**src/hw/ipr_cfg.svh**
```systemverilog
// Purpose: constants for the exception and translation-flush register group
// Assumes: one core clock, registers reached by move-to/from instructions
// Notes: bit positions and counts used by ipr_bank and its bench
//
// Notes on behaviour
// - exception entry saves address of the instruction that did not complete
// - return address register is also read and written by software
// - return from exception jumps to the saved return address
// - return address bit 0 selects privileged mode; clear means native, mapped
// - privileged call saves address of the following instruction
// - trap or machine check: bit 1 zero means address four too large
// - all other entries except reset save bit 1 as zero
// - clear register is write-only; zero in a bit clears that request
// - after cache load, receive bit follows the boot memory data pin
// - any receive line transition sets the serial interrupt request; here only pin transitions after cache load do, not the load itself
// - serial interrupt suppressed while its enable bit is clear
// - flush-all or flush-single write invalidates all eight entries, resets pointer
// - non-global flush write invalidates entries with match flag zero
// - mode register holds only current-mode bits; others ignored, read zero
// - arithmetic trap sets its summary bit until summary register written
// - trap also sets destination bit in 64-bit float-then-integer mask
// - each summary read shows one mask bit, clears it, advances; here a read while a shift is pending shows the same bit and starts no shift
// - summary write clears bits 8 to 2, leaves mask unchanged
// - mask clears and shifts three cycles after a read
// - completion flag set by qualified traps, cleared by others or writes; here set only if no unqualified trap came since the last write
`ifndef IPR_CFG_SVH
`define IPR_CFG_SVH

`define IPR_W 64
`define PC_STEP 64'h0000_0000_0000_0004
`define EXCEPTION_RETURN_ADDRESS_MODE_BIT 0
`define EXCEPTION_RETURN_ADDRESS_FIX_BIT 1
`define CLR_CRD_BIT 3
`define CLR_PC0_BIT 8
`define CLR_PC1_BIT 15
`define CLR_SLC_BIT 32
`define MODE_LO_BIT 3
`define MODE_HI_BIT 4
`define SUM_SWC_BIT 2
`define SUM_FLAG_LO_BIT 3
`define SUM_FLAG_W 6
`define SUM_MSK_BIT 33
`define MASK_W 64
`define MASK_SHIFT_DELAY 2'd3
`define ITLB_ENTRIES 8

`endif

```
**src/hw/ipr_pkg.sv**
```systemverilog
// Purpose: types shared by the register group
// Assumes: nothing beyond the cfg header
// Notes: selector codes are left to the tool
package ipr_pkg;

  typedef enum logic [3:0] {
    sel_none,
    sel_exception_return_address,
    sel_interrupt_request_clear,
    sel_serial_receive_line,
    sel_itlb_flush_all,
    sel_itlb_flush_nonglobal,
    sel_itlb_flush_single,
    sel_processor_mode_status,
    sel_arithmetic_trap_summary
  } ipr_sel_t;

  typedef enum logic [2:0] {
    exc_other,
    exc_privileged_call,
    exc_arith_trap,
    exc_machine_check,
    exc_reset
  } exc_kind_t;

endpackage

```
**src/hw/ipr_bank.sv**
```systemverilog
// Purpose: exception return, interrupt clear, serial receive, flush,
//   mode and arithmetic trap summary registers
// Assumes: register moves arrive one at a time on the ipr_* port
// Notes: read data and every output are registered
`timescale 1ns/10ps
`default_nettype none
`include "ipr_cfg.svh"
module ipr_bank
  import ipr_pkg::*;
#(
  parameter int MASK_W = `MASK_W
) (
  // clock and reset
  input wire logic clk,
  input wire logic arst_n,
  // register move port
  input wire logic ipr_wr,
  input wire logic ipr_rd,
  input wire ipr_sel_t ipr_sel,
  input wire logic [63:0] ipr_wdata,
  output logic [63:0] ipr_rdata,
  output logic ipr_rd_valid,
  // exception entry
  input wire logic exc_valid,
  input wire exc_kind_t exc_kind,
  input wire logic [63:0] exc_pc,
  input wire logic exc_in_privileged_mode,
  input wire logic exc_pc_correct,
  // return from exception
  input wire logic return_from_exception,
  output logic rei_jump,
  output logic [63:0] rei_target,
  output logic rei_privileged_code_mode,
  output logic rei_translate_en,
  // arithmetic traps
  input wire logic trap_valid,
  input wire logic [`SUM_FLAG_W-1:0] trap_flags,
  input wire logic trap_sw_completion,
  input wire logic trap_dest_float,
  input wire logic [4:0] trap_dest_reg,
  // serial line
  input wire logic icache_loaded,
  input wire logic boot_rom_data_pin,
  input wire logic serial_interrupt_enable,
  output logic serial_interrupt_request,
  output logic serial_irq,
  // interrupt request clears
  output logic event_counter0_clear,
  output logic event_counter1_clear,
  output logic correctable_read_error_clear,
  // translation buffer flushes
  output logic itlb_invalidate_all,
  output logic itlb_invalidate_nonglobal
);

  logic [63:0] exception_return_address_r;
  logic [1:0] current_mode_r;
  logic [MASK_W-1:0] dest_mask_r;
  logic [1:0] shift_cnt_r;
  logic swc_ok_r;
  logic [`SUM_FLAG_W-1:0] sum_flags;
  logic software_completion_flag;
  logic serial_line_prev_r;
  logic serial_receive_bit;
  logic serial_edge;
  logic serial_clr;
  logic sum_wr;
  logic sum_rd;
  logic wr_return_addr;
  logic wr_clear;
  logic [63:0] exc_save;
  logic [MASK_W-1:0] dest_onehot;
  logic [5:0] dest_idx;
  logic dest_mask_window;

  assign sum_wr = ipr_wr && (ipr_sel == sel_arithmetic_trap_summary);
  assign sum_rd = ipr_rd && (ipr_sel == sel_arithmetic_trap_summary);
  assign wr_return_addr = ipr_wr &&
                          (ipr_sel == sel_exception_return_address);
  assign wr_clear = ipr_wr && (ipr_sel == sel_interrupt_request_clear);

  // return address composition on entry
  always_comb begin
    exc_save = {exc_pc[63:2], 1'b0, exc_in_privileged_mode};
    if (exc_kind == exc_privileged_call) begin
      exc_save = exc_pc + `PC_STEP;
      exc_save[`EXCEPTION_RETURN_ADDRESS_FIX_BIT] = 1'b0;
      exc_save[`EXCEPTION_RETURN_ADDRESS_MODE_BIT] = exc_in_privileged_mode;
    end else if (exc_kind == exc_arith_trap ||
                 exc_kind == exc_machine_check) begin
      exc_save[`EXCEPTION_RETURN_ADDRESS_FIX_BIT] = exc_pc_correct;
    end
  end

  // hardware entry beats a software write in the same cycle
  always_ff @(posedge clk or negedge arst_n) begin
    if (!arst_n) begin
      exception_return_address_r <= 64'h0;
    end else if (exc_valid) begin
      exception_return_address_r <= exc_save;
    end else if (wr_return_addr) begin
      exception_return_address_r <= ipr_wdata;
    end
  end

  always_ff @(posedge clk or negedge arst_n) begin
    if (!arst_n) begin
      rei_jump <= 1'b0;
      rei_target <= 64'h0;
      rei_privileged_code_mode <= 1'b0;
      rei_translate_en <= 1'b0;
    end else begin
      rei_jump <= return_from_exception;
      if (return_from_exception) begin
        rei_target <= {exception_return_address_r[63:2], 2'b00};
        rei_privileged_code_mode <=
          exception_return_address_r[`EXCEPTION_RETURN_ADDRESS_MODE_BIT];
        rei_translate_en <=
          !exception_return_address_r[`EXCEPTION_RETURN_ADDRESS_MODE_BIT];
      end
    end
  end

  // current mode, the only stored bits of the mode register
  always_ff @(posedge clk or negedge arst_n) begin
    if (!arst_n) begin
      current_mode_r <= 2'b00;
    end else if (ipr_wr && ipr_sel == sel_processor_mode_status) begin
      current_mode_r <= ipr_wdata[`MODE_HI_BIT:`MODE_LO_BIT];
    end
  end

  // serial line: pins are synchronous, so no synchroniser here
  assign serial_receive_bit = icache_loaded && boot_rom_data_pin;
  assign serial_edge = icache_loaded &&
                       (boot_rom_data_pin != serial_line_prev_r);
  assign serial_clr = wr_clear && !ipr_wdata[`CLR_SLC_BIT];

  always_ff @(posedge clk or negedge arst_n) begin
    if (!arst_n) begin
      serial_line_prev_r <= 1'b0;
    end else begin
      // tracked before the load too, so the load itself is no edge
      serial_line_prev_r <= boot_rom_data_pin;
    end
  end

  sticky_flag u_serial_req (
    .clk(clk),
    .arst_n(arst_n),
    .set(serial_edge),
    .clr(serial_clr),
    .q(serial_interrupt_request)
  );

  always_ff @(posedge clk or negedge arst_n) begin
    if (!arst_n) begin
      serial_irq <= 1'b0;
    end else begin
      serial_irq <= (serial_edge || (serial_interrupt_request &&
                     !serial_clr)) && serial_interrupt_enable;
    end
  end

  // clear pulses for requests kept outside; ones change nothing
  always_ff @(posedge clk or negedge arst_n) begin
    if (!arst_n) begin
      event_counter0_clear <= 1'b0;
      event_counter1_clear <= 1'b0;
      correctable_read_error_clear <= 1'b0;
    end else begin
      event_counter0_clear <= wr_clear && !ipr_wdata[`CLR_PC0_BIT];
      event_counter1_clear <= wr_clear && !ipr_wdata[`CLR_PC1_BIT];
      correctable_read_error_clear <=
        wr_clear && !ipr_wdata[`CLR_CRD_BIT];
    end
  end

  // any data value triggers a flush; privilege is not checked
  always_ff @(posedge clk or negedge arst_n) begin
    if (!arst_n) begin
      itlb_invalidate_all <= 1'b0;
      itlb_invalidate_nonglobal <= 1'b0;
    end else begin
      itlb_invalidate_all <= ipr_wr &&
        (ipr_sel == sel_itlb_flush_all ||
         ipr_sel == sel_itlb_flush_single);
      itlb_invalidate_nonglobal <= ipr_wr &&
        (ipr_sel == sel_itlb_flush_nonglobal);
    end
  end

  // summary flags, one sticky cell each
  genvar gi;
  generate
    for (gi = 0; gi < `SUM_FLAG_W; gi++) begin : g_sum
      sticky_flag u_flag (
        .clk(clk),
        .arst_n(arst_n),
        .set(trap_valid && trap_flags[gi]),
        .clr(sum_wr),
        .q(sum_flags[gi])
      );
    end
  endgenerate

  // completion flag: trap in the write cycle still counts
  always_ff @(posedge clk or negedge arst_n) begin
    if (!arst_n) begin
      swc_ok_r <= 1'b1;
    end else if (trap_valid) begin
      swc_ok_r <= trap_sw_completion && (swc_ok_r || sum_wr);
    end else if (sum_wr) begin
      swc_ok_r <= 1'b1;
    end
  end

  sticky_flag u_swc (
    .clk(clk),
    .arst_n(arst_n),
    .set(trap_valid && trap_sw_completion && (swc_ok_r || sum_wr)),
    .clr(sum_wr || (trap_valid && !trap_sw_completion)),
    .q(software_completion_flag)
  );

  // destination mask: bit 63 is F31, bit 32 F0, bit 31 I31, bit 0 I0
  assign dest_idx = {trap_dest_float, trap_dest_reg};
  assign dest_onehot = trap_valid ?
                       (MASK_W'(1) << dest_idx) : '0;
  assign dest_mask_window = dest_mask_r[MASK_W-1];

  // a read during a pending shift sees the same bit again
  always_ff @(posedge clk or negedge arst_n) begin
    if (!arst_n) begin
      shift_cnt_r <= 2'd0;
    end else if (shift_cnt_r != 2'd0) begin
      shift_cnt_r <= shift_cnt_r - 2'd1;
    end else if (sum_rd) begin
      shift_cnt_r <= `MASK_SHIFT_DELAY;
    end
  end

  always_ff @(posedge clk or negedge arst_n) begin
    if (!arst_n) begin
      dest_mask_r <= '0;
    end else if (shift_cnt_r == 2'd1) begin
      dest_mask_r <= {dest_mask_r[MASK_W-2:0], 1'b0} | dest_onehot;
    end else begin
      dest_mask_r <= dest_mask_r | dest_onehot;
    end
  end

  // read data, one cycle after the request
  always_ff @(posedge clk or negedge arst_n) begin
    if (!arst_n) begin
      ipr_rdata <= 64'h0;
      ipr_rd_valid <= 1'b0;
    end else begin
      ipr_rd_valid <= ipr_rd;
      if (ipr_rd) begin
        ipr_rdata <= 64'h0;
        if (ipr_sel == sel_exception_return_address) begin
          ipr_rdata <= exception_return_address_r;
        end else if (ipr_sel == sel_serial_receive_line) begin
          ipr_rdata <= {63'h0, serial_receive_bit};
        end else if (ipr_sel == sel_processor_mode_status) begin
          ipr_rdata[`MODE_HI_BIT:`MODE_LO_BIT] <= current_mode_r;
        end else if (ipr_sel == sel_arithmetic_trap_summary) begin
          ipr_rdata[`SUM_MSK_BIT] <= dest_mask_window;
          ipr_rdata[`SUM_SWC_BIT] <= software_completion_flag;
          ipr_rdata[`SUM_FLAG_LO_BIT +: `SUM_FLAG_W] <= sum_flags;
        end
      end
    end
  end
endmodule
`default_nettype wire

```
**src/hw/sticky_flag.sv**
```systemverilog
// Purpose: one hardware-set, software-cleared status flag
// Assumes: set and clear synchronous to clk
// Notes: set wins so an event in the clearing cycle is kept
`timescale 1ns/10ps
`default_nettype none
module sticky_flag (
  // clock and reset
  input wire logic clk,
  input wire logic arst_n,
  // control
  input wire logic set,
  input wire logic clr,
  // state
  output logic q
);

  always_ff @(posedge clk or negedge arst_n) begin
    if (!arst_n) begin
      q <= 1'b0;
    end else if (set) begin
      q <= 1'b1;
    end else if (clr) begin
      q <= 1'b0;
    end
  end

endmodule
`default_nettype wire

```
**config.mk**
```make
export PLATFORM = sky130hd
export DESIGN_NAME = ipr_bank
export DESIGN_NICKNAME = d
export VERILOG_FILES = /design/src/hw/ipr_pkg.sv /design/src/hw/ipr_bank.sv /design/src/hw/sticky_flag.sv
export VERILOG_INCLUDE_DIRS = /design/src /design/src/hw
export SDC_FILE = /design/constraint.sdc
export NUM_CORES = 1
export LEC_CHECK = 0
export BUFFER_PORTS_ARGS = -buffer_cell sky130_fd_sc_hd__buf_2
export CORE_ASPECT_RATIO = 2
export CORE_MARGIN = 1.5
export CORE_UTILIZATION = 45
export CTS_BUF_LIST = sky130_fd_sc_hd__clkbuf_8 sky130_fd_sc_hd__clkbuf_16
export DETAILED_ROUTE_END_ITERATION = 8
export HOLD_SLACK_MARGIN = 0.03
export PLACE_DENSITY = 0.69
export SLEW_MARGIN = 20
export SYNTH_ARGS = -nofsm -noshare
export SYNTH_HDL_FRONTEND = slang
export SYNTH_SLANG_ARGS = --single-unit
```
**constraint.sdc**
```tcl
create_clock -name clk -period 3.2 [get_ports clk]
set_clock_uncertainty 0.05 [all_clocks]
set_input_delay 0.8 -clock clk [delete_from_list [all_inputs] [get_ports clk]]
set_output_delay 0.8 -clock clk [all_outputs]
set_load 0.005 [all_outputs]
```
==> metrics.cfg <==
[worst_setup_path]
r2r_slack_ps = 1300
endpoint_kind = flop
cp.arrival_ps = 3070
critical_path_class = input pin to flop
worstRegToRegCells = 5
crit_buf_inv = 1
crit_family = simple AND/OR/NAND/NOR gates
cp.depth = 6
crit_chain = buf_2 -> nand4bb_4 -> or4_1 -> or4_4 -> or4_1 -> a31oi_1
crit_fanout = 11
cpPeakStageDelay_ps = 670
worst_path_most_repeated_cell = or4_1
critPathSlowestCell = or4_4
critPathRequiredTime_ps = 3620
startpoint_type = input pin

[synthesis]
synthArstFlopShare = 1.00
syn_inst = 1234
netlist-cell-type-count = 47
synth_warnings = 0
synth_top_area_cell = dfrtp_1
ys.flop_type = dfrtp_1
synth_area_leaders = dfrtp_1 (54%), mux2_2 (5.7%), mux2i_1 (5.7%)
synth_area_um2 = 12900
synth_seq_area_share = 0.537
postSynthAreaPerCell_um2 = 10.5
synth_seq_cells = 278
yosys.area.top_type_share = 0.535
synth-edff-count = 0

[place]
port_buffers = 294
hpwl_um = 28000
post-place-ws_ps = -15.3
gp_congestion = 0.880

[detailed_routing]
wl_per_cell_um = 20.5
drtAntennaViolNets = 0
num_vias = 10700
first_iter_violations = 577
wirelength_um = 38700
dr.pass1.iters = 5
drcViolationCount = 0
vias_per_cell = 5.68

[floorplan]
rows = 87
io_pins = 299
dieArea_um2 = 29900
core_um2 = 28300
die_y_um = 243
die_w_um = 123
initial_core_util = 0.458

[power_and_ir_drop]
switching_power_mw = 2.39
power_frac_clock = 0.362
p_leak_nw = 6.86
p_sw_frac = 0.277
p_per_area_nw_per_um2 = 547
p_seq_frac = 0.472
p_int_mw = 6.24
peakVddDrop_uv = 412
p_comb_frac = 0.166
p_total_mw = 8.64

[global_route]
grt_pass1_vias = 10800
grt_max_degree = 118
grt_first_pass_wirelength_um = 59400
grt_usage = 0.258
overflow = 0
antenna_found_initial = 24

[clock_network]
htree_levels = 1
cts_tree = done
clk_pin_slew_worst_paths_ps = 70
numCtsBuffers = 26
cts_sinks = 278
ctsHoldBuffers = 0
clockBufferDepth = 3
post_cts_buffers = 0
clock_latency_ps = 550
clock-root-buffer = clkbuf_16
cts_resized = 0

[timing]
max_freq_mhz = 377
rsz0062_at_grt = no
max_slew_margin = 0.500
timing.final.crit_share = 0.829
setup_ws_ps = 547
tightest_slew_ps = 747
setup_viol = 0
final_max_slew_viol_count = 0
period_minus_slack_ps = 2650
hold_viol = 0

[cells_and_area]
syn_to_final_growth_pct = 21.9
drive_gt1_frac = 0.294
final_nets = 1659

[flow_run]
cap_violations = 0

[run_status]
outcome = finished clean

[min_path]
hp-class = input pin to asynchronous set/reset pin

## cell type report
cell class / count / area, um^2
timing repair buffer: 322 / 1820
sequential: 278 / 6960
clock inverter: 20 / 179
inverter: 63 / 236
antenna: 15 / 37.5
clock buffer: 28 / 678
tap: 356 / 445
multi-input combinational: 805 / 5430
fill: 2559 / 12500
## power groups by stage
stage	clock [mW]	combinational, mW	sequential [mW]
2_1_floorplan	0	0.836	4.09
3_3_place_gp	0	1.40	4.12
3_5_place_dp	0	1.44	4.14
4_1_cts	3.20	1.44	4.08
5_1_grt	3.33	1.56	4.11
6_report	3.13	1.43	4.08
## cell families after synthesis
logic type / count (synthesis) / synth area share
adders and majority gates: 3 / 0.00290
DFF: 278 / 0.537
xor gates and xnor gates: 30 / 0.0203
AOI/OAI and AO/OA: 301 / 0.136
other: 1 / 0.000290
and+or+nand+nor: 329 / 0.143
muxes: 140 / 0.115
buffers and inverters: 152 / 0.0453
## final timing paths
| kind | start | endpoint |
|---|---|---|
| worst min register to register | rei_target[49]$_DFFE_PN0P_ | rei_target[49]$_DFFE_PN0P_ |
| max in group asynchronous | arst_n | swc_ok_r$_DFFE_PN1P_ |
| worst max register to register | shift_cnt_r[1]$_DFFE_PN0P_ | dest_mask_r[54]$_DFF_PN0_ |
| min in group clk | boot_rom_data_pin | serial_line_prev_r$_DFF_PN0_ |
| worst min-delay path | arst_n | ipr_rdata[51]$_DFFE_PN0P_ |
| worst max-delay path | exc_kind[2] | exception_return_address_r[59]$_DFFE_PN0P_ |
## synth_stat cells, types with 3 or more instances
master,n
xor2_1,17
nand3b_1,3
mux2_2,66
a211oi_1,56
and2_1,3
and4_1,9
nand4b_1,3
inv_1,63
a21oi_1,39
nor3_1,5
nand2_1,52
a31oi_1,32
ha_1,3
buf_1,12
or4_1,14
clkbuf_1,73
a22o_1,6
nand4_1,18
xnor2_1,13
nand3_1,90
mux2i_1,74
dfrtp_1,277
or3_1,20
a22oi_1,6
nor4_1,5
and3_1,65
nor2_1,25
o31ai_1,12
nor2b_1,5
o21ai_0,147
## registers in the layout, summed over array words and instances (netlist names)
signal / count
correctable_read_error_clear: 1
current_mode_r: 2
dest_mask_r: 64
event_counter0_clear: 1
event_counter1_clear: 1
exception_return_address_r: 64
g_sum.u_flag.q: 6
ipr_rd_valid: 1
ipr_rdata: 64
itlb_invalidate_all: 1
itlb_invalidate_nonglobal: 1
rei_jump: 1
rei_privileged_code_mode: 1
rei_target: 62
rei_translate_en: 1
serial_irq: 1
serial_line_prev_r: 1
shift_cnt_r: 2
swc_ok_r: 1
u_serial_req.q: 1
u_swc.q: 1
## routing by layer
metal	vias to the layer above	wire [um]	track usage	share of wire
met1	5242	14100	0.294	0.37
li1	5011	-	-	-
met3	115	2510	0.0590	0.065
met4	14	2200	0.155	0.057
met5	-	69	0	0.0018
met2	342	19800	0.431	0.51
## layout by cell type (no fill, tap or decap), drive strengths merged, types with 13 or more instances in the layout
cell type | Yosys | final
nand3 | 90 | 90
xnor2 | 13 | 13
or4 | 15 | 15
or3 | 21 | 21
o21ai | 147 | 147
nand4 | 18 | 18
xor2 | 17 | 17
mux2 | 66 | 66
a21oi | 39 | 39
diode | 0 | 15
buf | 16 | 322
nor2 | 25 | 25
and3 | 65 | 65
a31oi | 32 | 32
dfrtp | 277 | 277
inv | 63 | 67
mux2i | 74 | 74
a211oi | 56 | 56
clkbuf | 73 | 28
nand2 | 52 | 52
## worst reg2reg max path, delay by kind of cell, from the launching register on
| family | cells | cell delay (ps) |
|---|---|---|
| fa+ha+maj | 1 | 510 |
| buf+inv | 2 | 440 |
| flops | 1 | 380 |
| mux | 1 | 260 |
| compound gates | 1 | 110 |
## stage by stage
step / TNS (ps) / instance area (um^2) / util / hold WS [ps] / instances
2_1_floorplan: 0 / 13000 / - / 415 / 1235
3_3_place_gp: 0 / 14900 / 0.526 / 432 / 1824
3_5_place_dp: -15.3 / 14900 / 0.526 / 431 / 1824
4_1_cts: 0 / 15800 / 0.557 / 159 / 1872
5_1_grt: 0 / 15800 / 0.558 / 172 / 1887
6_report: 0 / 15800 / 0.558 / 140 / 1887
No activity file was read; power rests on OpenSTA's default activity.
